### src/core/ptp_pkg.sv
package ptp_pkg;

  // ==========================================================================
  // widths: 10-bit values split into a low byte and a two-bit high byte
  localparam int CNT_W = 10;
  localparam int LO_W  = 8;
  localparam int HI_W  = 2;

  // ==========================================================================
  // reset values, the counter maximum and the period code for full range
  localparam logic [CNT_W-1:0] CNT_RST  = 10'h000;
  localparam logic [CNT_W-1:0] CAP_RST  = 10'h000;
  localparam logic [CNT_W-1:0] CNT_MAX  = 10'h3ff;
  localparam logic [CNT_W-1:0] PER_FULL = 10'h000;

  // ==========================================================================
  // operating modes, in mode field order 00, 01, 10, 11
  typedef enum logic [1:0] {
    MODE_CMP,
    MODE_CAP,
    MODE_SP,
    MODE_TC
  } ptp_mode_t;

  // output-action field: capture edge select, and the single-pulse setting
  localparam logic [1:0] EDGE_RISE = 2'h0;
  localparam logic [1:0] EDGE_FALL = 2'h1;
  localparam logic [1:0] EDGE_BOTH = 2'h2;
  localparam logic [1:0] EDGE_NONE = 2'h3;
  localparam logic [1:0] SP_ACTION = 2'h3;

  // capture-clear field
  localparam logic [1:0] TCLR_PERIOD = 2'h0;
  localparam logic [1:0] TCLR_RISE   = 2'h1;
  localparam logic [1:0] TCLR_FALL   = 2'h2;
  localparam logic [1:0] TCLR_BOTH   = 2'h3;

  // ==========================================================================
  // timing, in timer clocks (timer clock is clk_sys_in); halves kept as halves
  localparam int CAP_MIN_PULSE_TCK  = 2;
  localparam int LATCH_MAX_HALF_TCK = 3;
  localparam int LEVEL_DLY_HALF_TCK = 1;
  localparam int LATCH_CYC = (LATCH_MAX_HALF_TCK / 2 < 1) ? 1 : LATCH_MAX_HALF_TCK / 2;
  localparam int LEVEL_CYC = (LEVEL_DLY_HALF_TCK / 2 < 1) ? 1 : LEVEL_DLY_HALF_TCK / 2;

endpackage

### src/core/ptp_edge_filter.sv
`timescale 1ns/1ps

// ============================================================================
// edge detector with minimum spacing between accepted edges
module ptp_edge_filter #(
  parameter int MIN_GAP = ptp_pkg::CAP_MIN_PULSE_TCK
) (
  input  wire logic clk_sys_in,
  input  wire logic rst_in,
  input  wire logic pin_in,
  output logic      level_out,
  output logic      rise_out,
  output logic      fall_out
);

  localparam int GW = (MIN_GAP > 2) ? $clog2(MIN_GAP) : 1;
  localparam logic [GW-1:0] GAP_TOP = GW'(MIN_GAP - 1);

  logic          level_q;
  logic [GW-1:0] gap_q;
  logic          accept;

  // an edge closer than MIN_GAP to the last one waits; a short glitch comes out MIN_GAP clocks wide, or is lost if it lies inside the gap
  // short pulse stretch
  assign accept    = (pin_in != level_q) && (gap_q == GAP_TOP);
  assign rise_out  = accept & pin_in;
  assign fall_out  = accept & ~pin_in;
  assign level_out = level_q;

  // accepted level
  always_ff @(posedge clk_sys_in) begin
    if (rst_in) begin
      level_q <= 1'b0;
    end else if (accept) begin
      level_q <= pin_in;
    end
  end

  // cycles since last accepted edge, saturating
  always_ff @(posedge clk_sys_in) begin
    if (rst_in) begin
      gap_q <= GAP_TOP;
    end else if (accept) begin
      gap_q <= '0;
    end else if (gap_q != GAP_TOP) begin
      gap_q <= gap_q + GW'(1);
    end
  end
endmodule

### src/core/ptp_counter.sv
`timescale 1ns/1ps

// ============================================================================
// up counter, clear has priority over count
module ptp_counter #(
  parameter int W = ptp_pkg::CNT_W
) (
  input  wire logic         clk_sys_in,
  input  wire logic         rst_in,
  input  wire logic         clear_in,
  input  wire logic         inc_in,
  output logic      [W-1:0] count_out
);

  logic [W-1:0] count_q;

  // wraps past all ones when nothing clears it
  always_ff @(posedge clk_sys_in) begin
    if (rst_in) begin
      count_q <= ptp_pkg::CNT_RST;
    end else if (clear_in) begin
      count_q <= ptp_pkg::CNT_RST;
    end else if (inc_in) begin
      count_q <= count_q + W'(1);
    end
  end

  assign count_out = count_q;

endmodule

### src/core/ptp_timer.sv
`timescale 1ns/1ps

// Contract
// - trigger pin active edge sets the run bit in single-pulse mode
// - run bit rising starts counter and the pulse leading edge
// - compare A match or software clear drops run, ending the pulse
// - every compare A match in single-pulse mode raises the A flag
// - single-pulse counter zeroes only when run bit rises
// - single-pulse mode ignores period compare and counter-clear select
// - capture source is capture pin or trigger pin, chosen by selects
// - action field picks rising, falling or both; 11 captures nothing
// - capture-mode counter free runs until run bit falls
// - selected edge latches counter into capture A or B, raising flag
// - period match zeroes counter and raises period flag; zero means full
// - capture-clear field adds clear on rising, falling or either edge
// - edge select and clear select together steer capture to A or B
// - capture pulses under two timer clocks may be ignored
// - latch within 1.5 clocks; A flag then, level flag half clock later (code: level flag one clock after latch)
// - capture mode ignores clear select, initial state, polarity; no output
// - counter, A, B and period are 10 bits, low byte plus two bits
module ptp_timer #(
  parameter int CNT_W     = ptp_pkg::CNT_W,
  parameter int MIN_PULSE = ptp_pkg::CAP_MIN_PULSE_TCK
) (
  input  wire logic                     clk_sys_in,
  input  wire logic                     rst_in,
  input  wire logic                     mode_sel_hi_in,
  input  wire logic                     mode_sel_lo_in,
  input  wire logic                     out_action_hi_in,
  input  wire logic                     out_action_lo_in,
  input  wire logic                     run_set_in,
  input  wire logic                     run_clr_in,
  input  wire logic                     counter_clear_sel_in,
  input  wire logic                     capture_clear_hi_in,
  input  wire logic                     capture_clear_lo_in,
  input  wire logic                     capture_source_sel_in,
  input  wire logic [1:0]               input_pin_sel_field_in,
  input  wire logic                     out_initial_state_in,
  input  wire logic                     out_polarity_in,
  input  wire logic [ptp_pkg::LO_W-1:0] compare_capture_a_lo_in,
  input  wire logic [ptp_pkg::HI_W-1:0] compare_capture_a_hi_in,
  input  wire logic [ptp_pkg::LO_W-1:0] period_compare_lo_in,
  input  wire logic [ptp_pkg::HI_W-1:0] period_compare_hi_in,
  input  wire logic                     ext_clock_trigger_pin_in,
  input  wire logic [3:0]               capture_pin_in,
  input  wire logic                     match_a_flag_clr_in,
  input  wire logic                     match_period_flag_clr_in,
  input  wire logic                     capture_level_flag_clr_in,
  output logic                          run_bit_out,
  output logic      [CNT_W-1:0]         counter_out,
  output logic      [CNT_W-1:0]         capture_a_out,
  output logic      [CNT_W-1:0]         capture_b_out,
  output logic                          match_a_flag_out,
  output logic                          match_period_flag_out,
  output logic                          capture_level_flag_out,
  output logic                          pulse_out
);

  // ==========================================================================
  // decoded controls
  ptp_pkg::ptp_mode_t mode;
  logic               sp_mode;
  logic               cap_mode;
  logic [1:0]         edge_sel;
  logic [1:0]         clr_sel;
  logic [CNT_W-1:0]   compare_capture_a;
  logic [CNT_W-1:0]   period;
  logic               idle_lvl;

  assign mode     = ptp_pkg::ptp_mode_t'({mode_sel_hi_in, mode_sel_lo_in});
  assign sp_mode  = (mode == ptp_pkg::MODE_SP);
  assign cap_mode = (mode == ptp_pkg::MODE_CAP);
  assign edge_sel = {out_action_hi_in, out_action_lo_in};
  assign clr_sel  = {capture_clear_hi_in, capture_clear_lo_in};
  assign compare_capture_a     = {compare_capture_a_hi_in, compare_capture_a_lo_in};
  assign period   = {period_compare_hi_in, period_compare_lo_in};
  assign idle_lvl = out_initial_state_in ^ out_polarity_in;

  // ==========================================================================
  // pin front end
  logic trig_rise;
  logic cap_src;
  logic cap_lvl;
  logic cap_rise;
  logic cap_fall;

  assign cap_src = capture_source_sel_in ? ext_clock_trigger_pin_in
                                         : capture_pin_in[input_pin_sel_field_in];

  // trigger pin edges, rising edge is the active one
  ptp_edge_filter #(.MIN_GAP(MIN_PULSE)) u_trig_filt (
    .clk_sys_in (clk_sys_in),
    .rst_in     (rst_in),
    .pin_in     (ext_clock_trigger_pin_in),
    .level_out  (),
    .rise_out   (trig_rise),
    .fall_out   ()
  );

  // capture input edges; a spaced filter trades glitch immunity for latency
  ptp_edge_filter #(.MIN_GAP(MIN_PULSE)) u_cap_filt (
    .clk_sys_in (clk_sys_in),
    .rst_in     (rst_in),
    .pin_in     (cap_src),
    .level_out  (cap_lvl),
    .rise_out   (cap_rise),
    .fall_out   (cap_fall)
  );

  // ==========================================================================
  // run bit
  logic             run_q;
  logic             run_d;
  logic             run_start;
  logic             run_stop;
  logic             run_rise;
  logic             match_a;
  logic [CNT_W-1:0] cnt;

  // single pulse never reads the action field; capture is gated by cap_mode
  assign match_a   = sp_mode & run_q & (cnt == compare_capture_a);
  assign run_start = run_set_in | (sp_mode & trig_rise);
  assign run_stop  = run_clr_in | match_a;
  // a start wins over a stop landing in the same cycle
  assign run_d     = run_start ? 1'b1 : (run_stop ? 1'b0 : run_q);
  assign run_rise  = run_d & ~run_q;

  always_ff @(posedge clk_sys_in) begin
    if (rst_in) begin
      run_q <= 1'b0;
    end else begin
      run_q <= run_d;
    end
  end

  // ==========================================================================
  // counter control
  logic cap_armed;
  logic period_hit;
  logic clr_edge;
  logic cap_fire;
  logic cap_to_b;
  logic cnt_clear;
  logic cnt_inc;

  assign cap_armed = cap_mode & run_q;

  // period match, zero means full range
  assign period_hit = cap_armed & ((period == ptp_pkg::PER_FULL) ? (cnt == ptp_pkg::CNT_MAX)
                                                                 : (cnt == period));

  always_comb begin
    case (clr_sel)
      ptp_pkg::TCLR_RISE: clr_edge = cap_armed & cap_rise;
      ptp_pkg::TCLR_FALL: clr_edge = cap_armed & cap_fall;
      ptp_pkg::TCLR_BOTH: clr_edge = cap_armed & (cap_rise | cap_fall);
      default:            clr_edge = 1'b0;
    endcase
  end

  // edge select, 11 blocks capture only
  always_comb begin
    case (edge_sel)
      ptp_pkg::EDGE_RISE: cap_fire = cap_armed & cap_rise;
      ptp_pkg::EDGE_FALL: cap_fire = cap_armed & cap_fall;
      ptp_pkg::EDGE_BOTH: cap_fire = cap_armed & (cap_rise | cap_fall);
      default:            cap_fire = 1'b0;
    endcase
  end

  // falling edges go to B once a capture clear is in use
  assign cap_to_b = (clr_sel != ptp_pkg::TCLR_PERIOD) & cap_fall;

  // single pulse only clears on run rising
  // capture mode keeps counting regardless of the input
  assign cnt_clear = run_rise | period_hit | clr_edge;
  // count while running; a match freezes the count where it stopped
  assign cnt_inc   = run_q & ((sp_mode & ~match_a) | cap_mode);

  ptp_counter #(.W(CNT_W)) u_cnt (
    .clk_sys_in (clk_sys_in),
    .rst_in     (rst_in),
    .clear_in   (cnt_clear),
    .inc_in     (cnt_inc),
    .count_out  (cnt)
  );

  // ==========================================================================
  // capture registers
  logic [CNT_W-1:0] cap_a_q;
  logic [CNT_W-1:0] cap_b_q;

  // value lands one clock after edge
  always_ff @(posedge clk_sys_in) begin
    if (rst_in) begin
      cap_a_q <= ptp_pkg::CAP_RST;
      cap_b_q <= ptp_pkg::CAP_RST;
    end else if (cap_fire) begin
      if (cap_to_b) begin
        cap_b_q <= cnt;
      end else begin
        cap_a_q <= cnt;
      end
    end
  end

  // ==========================================================================
  // flags; a hardware set wins over a clear in the same cycle
  logic match_a_flag_q;
  logic match_p_flag_q;
  logic level_flag_q;
  logic level_pend_q;

  // match flag in single pulse, also set on capture
  always_ff @(posedge clk_sys_in) begin
    if (rst_in) begin
      match_a_flag_q <= 1'b0;
    end else if (match_a | cap_fire) begin
      match_a_flag_q <= 1'b1;
    end else if (match_a_flag_clr_in) begin
      match_a_flag_q <= 1'b0;
    end
  end

  always_ff @(posedge clk_sys_in) begin
    if (rst_in) begin
      match_p_flag_q <= 1'b0;
    end else if (period_hit) begin
      match_p_flag_q <= 1'b1;
    end else if (match_period_flag_clr_in) begin
      match_p_flag_q <= 1'b0;
    end
  end

  // level flag one clock after latch; meaningless with clear 00
  always_ff @(posedge clk_sys_in) begin
    if (rst_in) begin
      level_pend_q <= 1'b0;
      level_flag_q <= 1'b0;
    end else begin
      level_pend_q <= cap_fire;
      if (level_pend_q) begin
        level_flag_q <= cap_lvl;
      end else if (capture_level_flag_clr_in) begin
        level_flag_q <= 1'b0;
      end
    end
  end

  // ==========================================================================
  // pulse output, follows run_d so leading edge meets run_q
  logic pulse_q;

  always_ff @(posedge clk_sys_in) begin
    if (rst_in) begin
      pulse_q <= 1'b0;
    end else if (sp_mode) begin
      pulse_q <= run_d ^ idle_lvl;
    end else if (cap_mode) begin
      pulse_q <= 1'b0;
    end else begin
      pulse_q <= idle_lvl;
    end
  end

  // ==========================================================================
  // outputs
  assign run_bit_out            = run_q;
  assign counter_out            = cnt;
  assign capture_a_out          = cap_a_q;
  assign capture_b_out          = cap_b_q;
  assign match_a_flag_out       = match_a_flag_q;
  assign match_period_flag_out  = match_p_flag_q;
  assign capture_level_flag_out = level_flag_q;
  assign pulse_out              = pulse_q;
endmodule

### config.mk
export PLATFORM = sky130hd
export DESIGN_NAME = ptp_timer
export DESIGN_NICKNAME = d
export VERILOG_FILES = /design/src/core/ptp_pkg.sv /design/src/core/ptp_edge_filter.sv /design/src/core/ptp_counter.sv /design/src/core/ptp_timer.sv
export SDC_FILE = /design/constraint.sdc
export NUM_CORES = 1
export LEC_CHECK = 0
export BUFFER_PORTS_ARGS = -buffer_cell sky130_fd_sc_hd__buf_2
export CORE_ASPECT_RATIO = 0.75
export CORE_MARGIN = 5
export CORE_UTILIZATION = 35
export CTS_BUF_LIST = sky130_fd_sc_hd__clkbuf_8
export CTS_CLUSTER_DIAMETER = 200
export DETAILED_ROUTE_END_ITERATION = 10
export MAX_ROUTING_LAYER = met4
export PLACE_DENSITY = 0.65
export SLEW_MARGIN = 20
export SYNTH_ARGS = -nofsm -noshare
export SYNTH_HDL_FRONTEND = slang
export SYNTH_SLANG_ARGS = --single-unit
### constraint.sdc
create_clock -name clk_sys_in -period 1.8 [get_ports clk_sys_in]
set_input_delay 0.27 -clock clk_sys_in [delete_from_list [all_inputs] [get_ports clk_sys_in]]
set_output_delay 0.27 -clock clk_sys_in [all_outputs]
set_load 0.02 [all_outputs]
==> results.ini <==
[final_layout]
area_delta_synth_final_pct=35.85
antenna_cells=0
drive_gt1_share_pct=40.56
fin_area_um2=3129
nets=404

[floorplan]
pin_count=79
core-area_um2=6350
die_x_um=103.7
rows=25
die_h_um=80.26
initial_core_util_pct=36.28
dieArea_um2=8320

[sta]
setup_tns_ps=0
drv_slew=0
clock_skew_ps=5.241
grt_setup_unrepaired=true
worst_pin_slew_ps=432.3
finalSetupViolations=0
slew-limit-headroom_pct=71.10
hold_viol_final=0
fin_crit_ps=1736
period_share_pct=96.44
fmax_ghz=0.5761

[cts]
cts_tree=built
clk-insertion-delay-late_ps=290
clk_pin_slew_ps=80
ctsRootBufferMaster=clkbuf_8
clockBufferDepth=2
numCtsBuffers=5
cts_sinks=40
cts_hold_buffers=0
h-tree-depth=2

[place]
hpwlAfterDp_um=5278
place_congestion=0.8976
io_buffers=77
placed_area_um2=2994

[setup_path]
critPathMaxStageDelay_ps=450
crit_fanout=5
required_ps=1990
r2r_setup_slack_ps=60
cp-end-kind=flip-flop
crit_chain=buf_4 > and4_1 > nand3_1 > or3_1 > a21oi_1 > xnor2_1 > nor3_2
crit_path_start_kind=flip-flop
arrival_ps=1920
worstSetupPathType=flip-flop to flip-flop
slowest_stage=dfxtp_1

[run]
maxCapViolCount=0

[logic_synthesis]
synthMostInstantiatedCell=dfxtp_1
synth.avg_cell_area_um2=9.105
syn-num-nets=298
synth_edf_count=0
ys_top_cells_by_area=dfxtp_1 (35%), mux2i_1 (11%), xnor2_1 (7.6%)
yosysUniqueCellTypes=49
synth.cell_area_um2=2303
synth-main-ff-cell=dfxtp_1
ys_warn_count=0
synth_top_area_share_pct=34.76
synth_common_cells=dfxtp_1 (40), nor2_1 (30), mux2i_1 (25), xnor2_1 (20), nand2_1 (14)
syn-instance-count=253
yosysTopAreaCell=dfxtp_1
async_flop_share_pct=0
ys_ff_latch=40
yosysSeqAreaShare_pct=34.76

[power_and_ir_drop]
totalPowerFinal_mw=1.752
ir_drop_mv=0.4658
p_leak_nw=1.467
pwr_density_cell_nw_per_um2=560.0

[detailed_routing]
wire_per_inst_um=14.95
totalWireLength_um=6591
drtIter0Drc=70
vias=2206
viasPerCell=5.002
ant_nets=0
first_pass_iters=4
drc_errors=0

[grt]
grt_pass1_vias=2187
grt_pass1_wl_um=10570
grt_antenna_before_repair=0
grt_max_degree=31
grt_overflow=0
track_usage_pct=16.15

[outcome]
outcome=complete, no violations

[min_path]
worstHoldPathType=primary input to flip-flop

[per-stage QoR]
| stage | hold slack, ps | setup slack (ps) | std cells | utilization (%) |
|---|---|---|---|---|
| 3_3_place_gp | 400.9 | -53.65 | 431 | 47.15 |
| 6_report | 272.9 | 64.06 | 441 | 49.28 |
| 2_1_floorplan | 391.3 | 21.72 | 253 | - |
| 5_1_grt | 276.5 | -6.868 | 441 | 49.28 |
| 3_5_place_dp | 416.5 | -106.5 | 431 | 47.15 |
| 4_1_cts | 268.7 | 9.914 | 439 | 48.53 |
[timing repair]
| action | in CTS | in global routing |
|---|---|---|
| resized for setup | 2 | 5 |
| setup buffers | 0 | 1 |
| gates cloned | 0 | 1 |
| pin swaps | 0 | 2 |
| setup endpoints to repair | 10 | 10 |
[worst paths after layout]
path / start / to / cells after the start
setup / recovery: u_cnt.count_out[3] / u_cnt.count_out[9] / 7
hold / removal: ext_clock_trigger_pin_in / u_trig_filt.gap_q / 3
setup reg to reg: u_cnt.count_out[3] / u_cnt.count_out[9] / 7
hold reg to reg: u_trig_filt.gap_q / u_trig_filt.gap_q / 1
[routing by layer]
layer / global-route usage [%] / wire, µm / vias to the layer above / part of all wire (%)
li1: - / - / 1093 / -
met3: 4.498 / 418 / 6 / 6.3
met1: 20.97 / 3137 / 1044 / 48
met4: 3.881 / 53 / 0 / 0.80
met2: 25.06 / 2981 / 63 / 45
met5: - / 0 / - / 0
[final cells by class]
type / instances / area (µm²)
Fill cell: 630 / 3221
Multi-Input combinational cell: 185 / 1346
Sequential cell: 40 / 807.0
Timing Repair Buffer: 120 / 763.2
Tap cell: 81 / 101.3
Clock buffer: 5 / 68.82
Inverter: 7 / 26.28
Clock inverter: 3 / 16.27
[cells in the final DEF (no fill, tap or decap), drive strengths merged, types with 5 or more instances in the layout]
cell type / Yosys / final
inv: 7 / 9
o21ai: 5 / 5
buf: 16 / 119
mux2i: 25 / 25
a21oi: 11 / 11
clkbuf: 5 / 6
nand4: 5 / 5
xnor2: 20 / 20
xor2: 6 / 6
nor3: 12 / 12
nand3: 5 / 5
nand2: 14 / 14
nand2b: 6 / 6
dfxtp: 40 / 40
nor2: 30 / 30
[critical path, delay by kind of cell, from the launching register on]
family                 cells  cell delay, ps
AND/OR/NAND/NOR            4             680
flip-flops                 1             450
buffers and inverters      1             170
XOR/XNOR                   1             160
AO/OA/AOI/OAI              1             180
[sequential cells by signal, summed over array words and instances, names as in the netlist]
signal	cells
capture_a_out	10
u_cnt.count_out	10
capture_level_flag_out	1
u_cap_filt.level_out	1
u_trig_filt.level_out	1
level_pend_q	1
capture_b_out	10
run_bit_out	1
match_a_flag_out	1
match_period_flag_out	1
pulse_out	1
u_cap_filt.gap_q	1
u_trig_filt.gap_q	1
[power breakdown]
part | switching (mW) | internal, mW
Sequential | 0.0178 | 0.898
Clock | 0.310 | 0.265
Combinational | 0.133 | 0.128
Total | 0.461 | 1.29
[cells by family (layout without fill, tap and decap cells)]
group	after synthesis	count (layout)	share of synthesized area (%)
simple gates	93	93	24.66
compound gates	40	40	11.84
flops	40	40	34.76
buf+inv	28	135	7.441
xor+xnor	26	26	9.886
mux	25	25	10.86
fa+ha+maj	1	1	0.5431
Note: power is estimated with default switching activity, not from simulation.
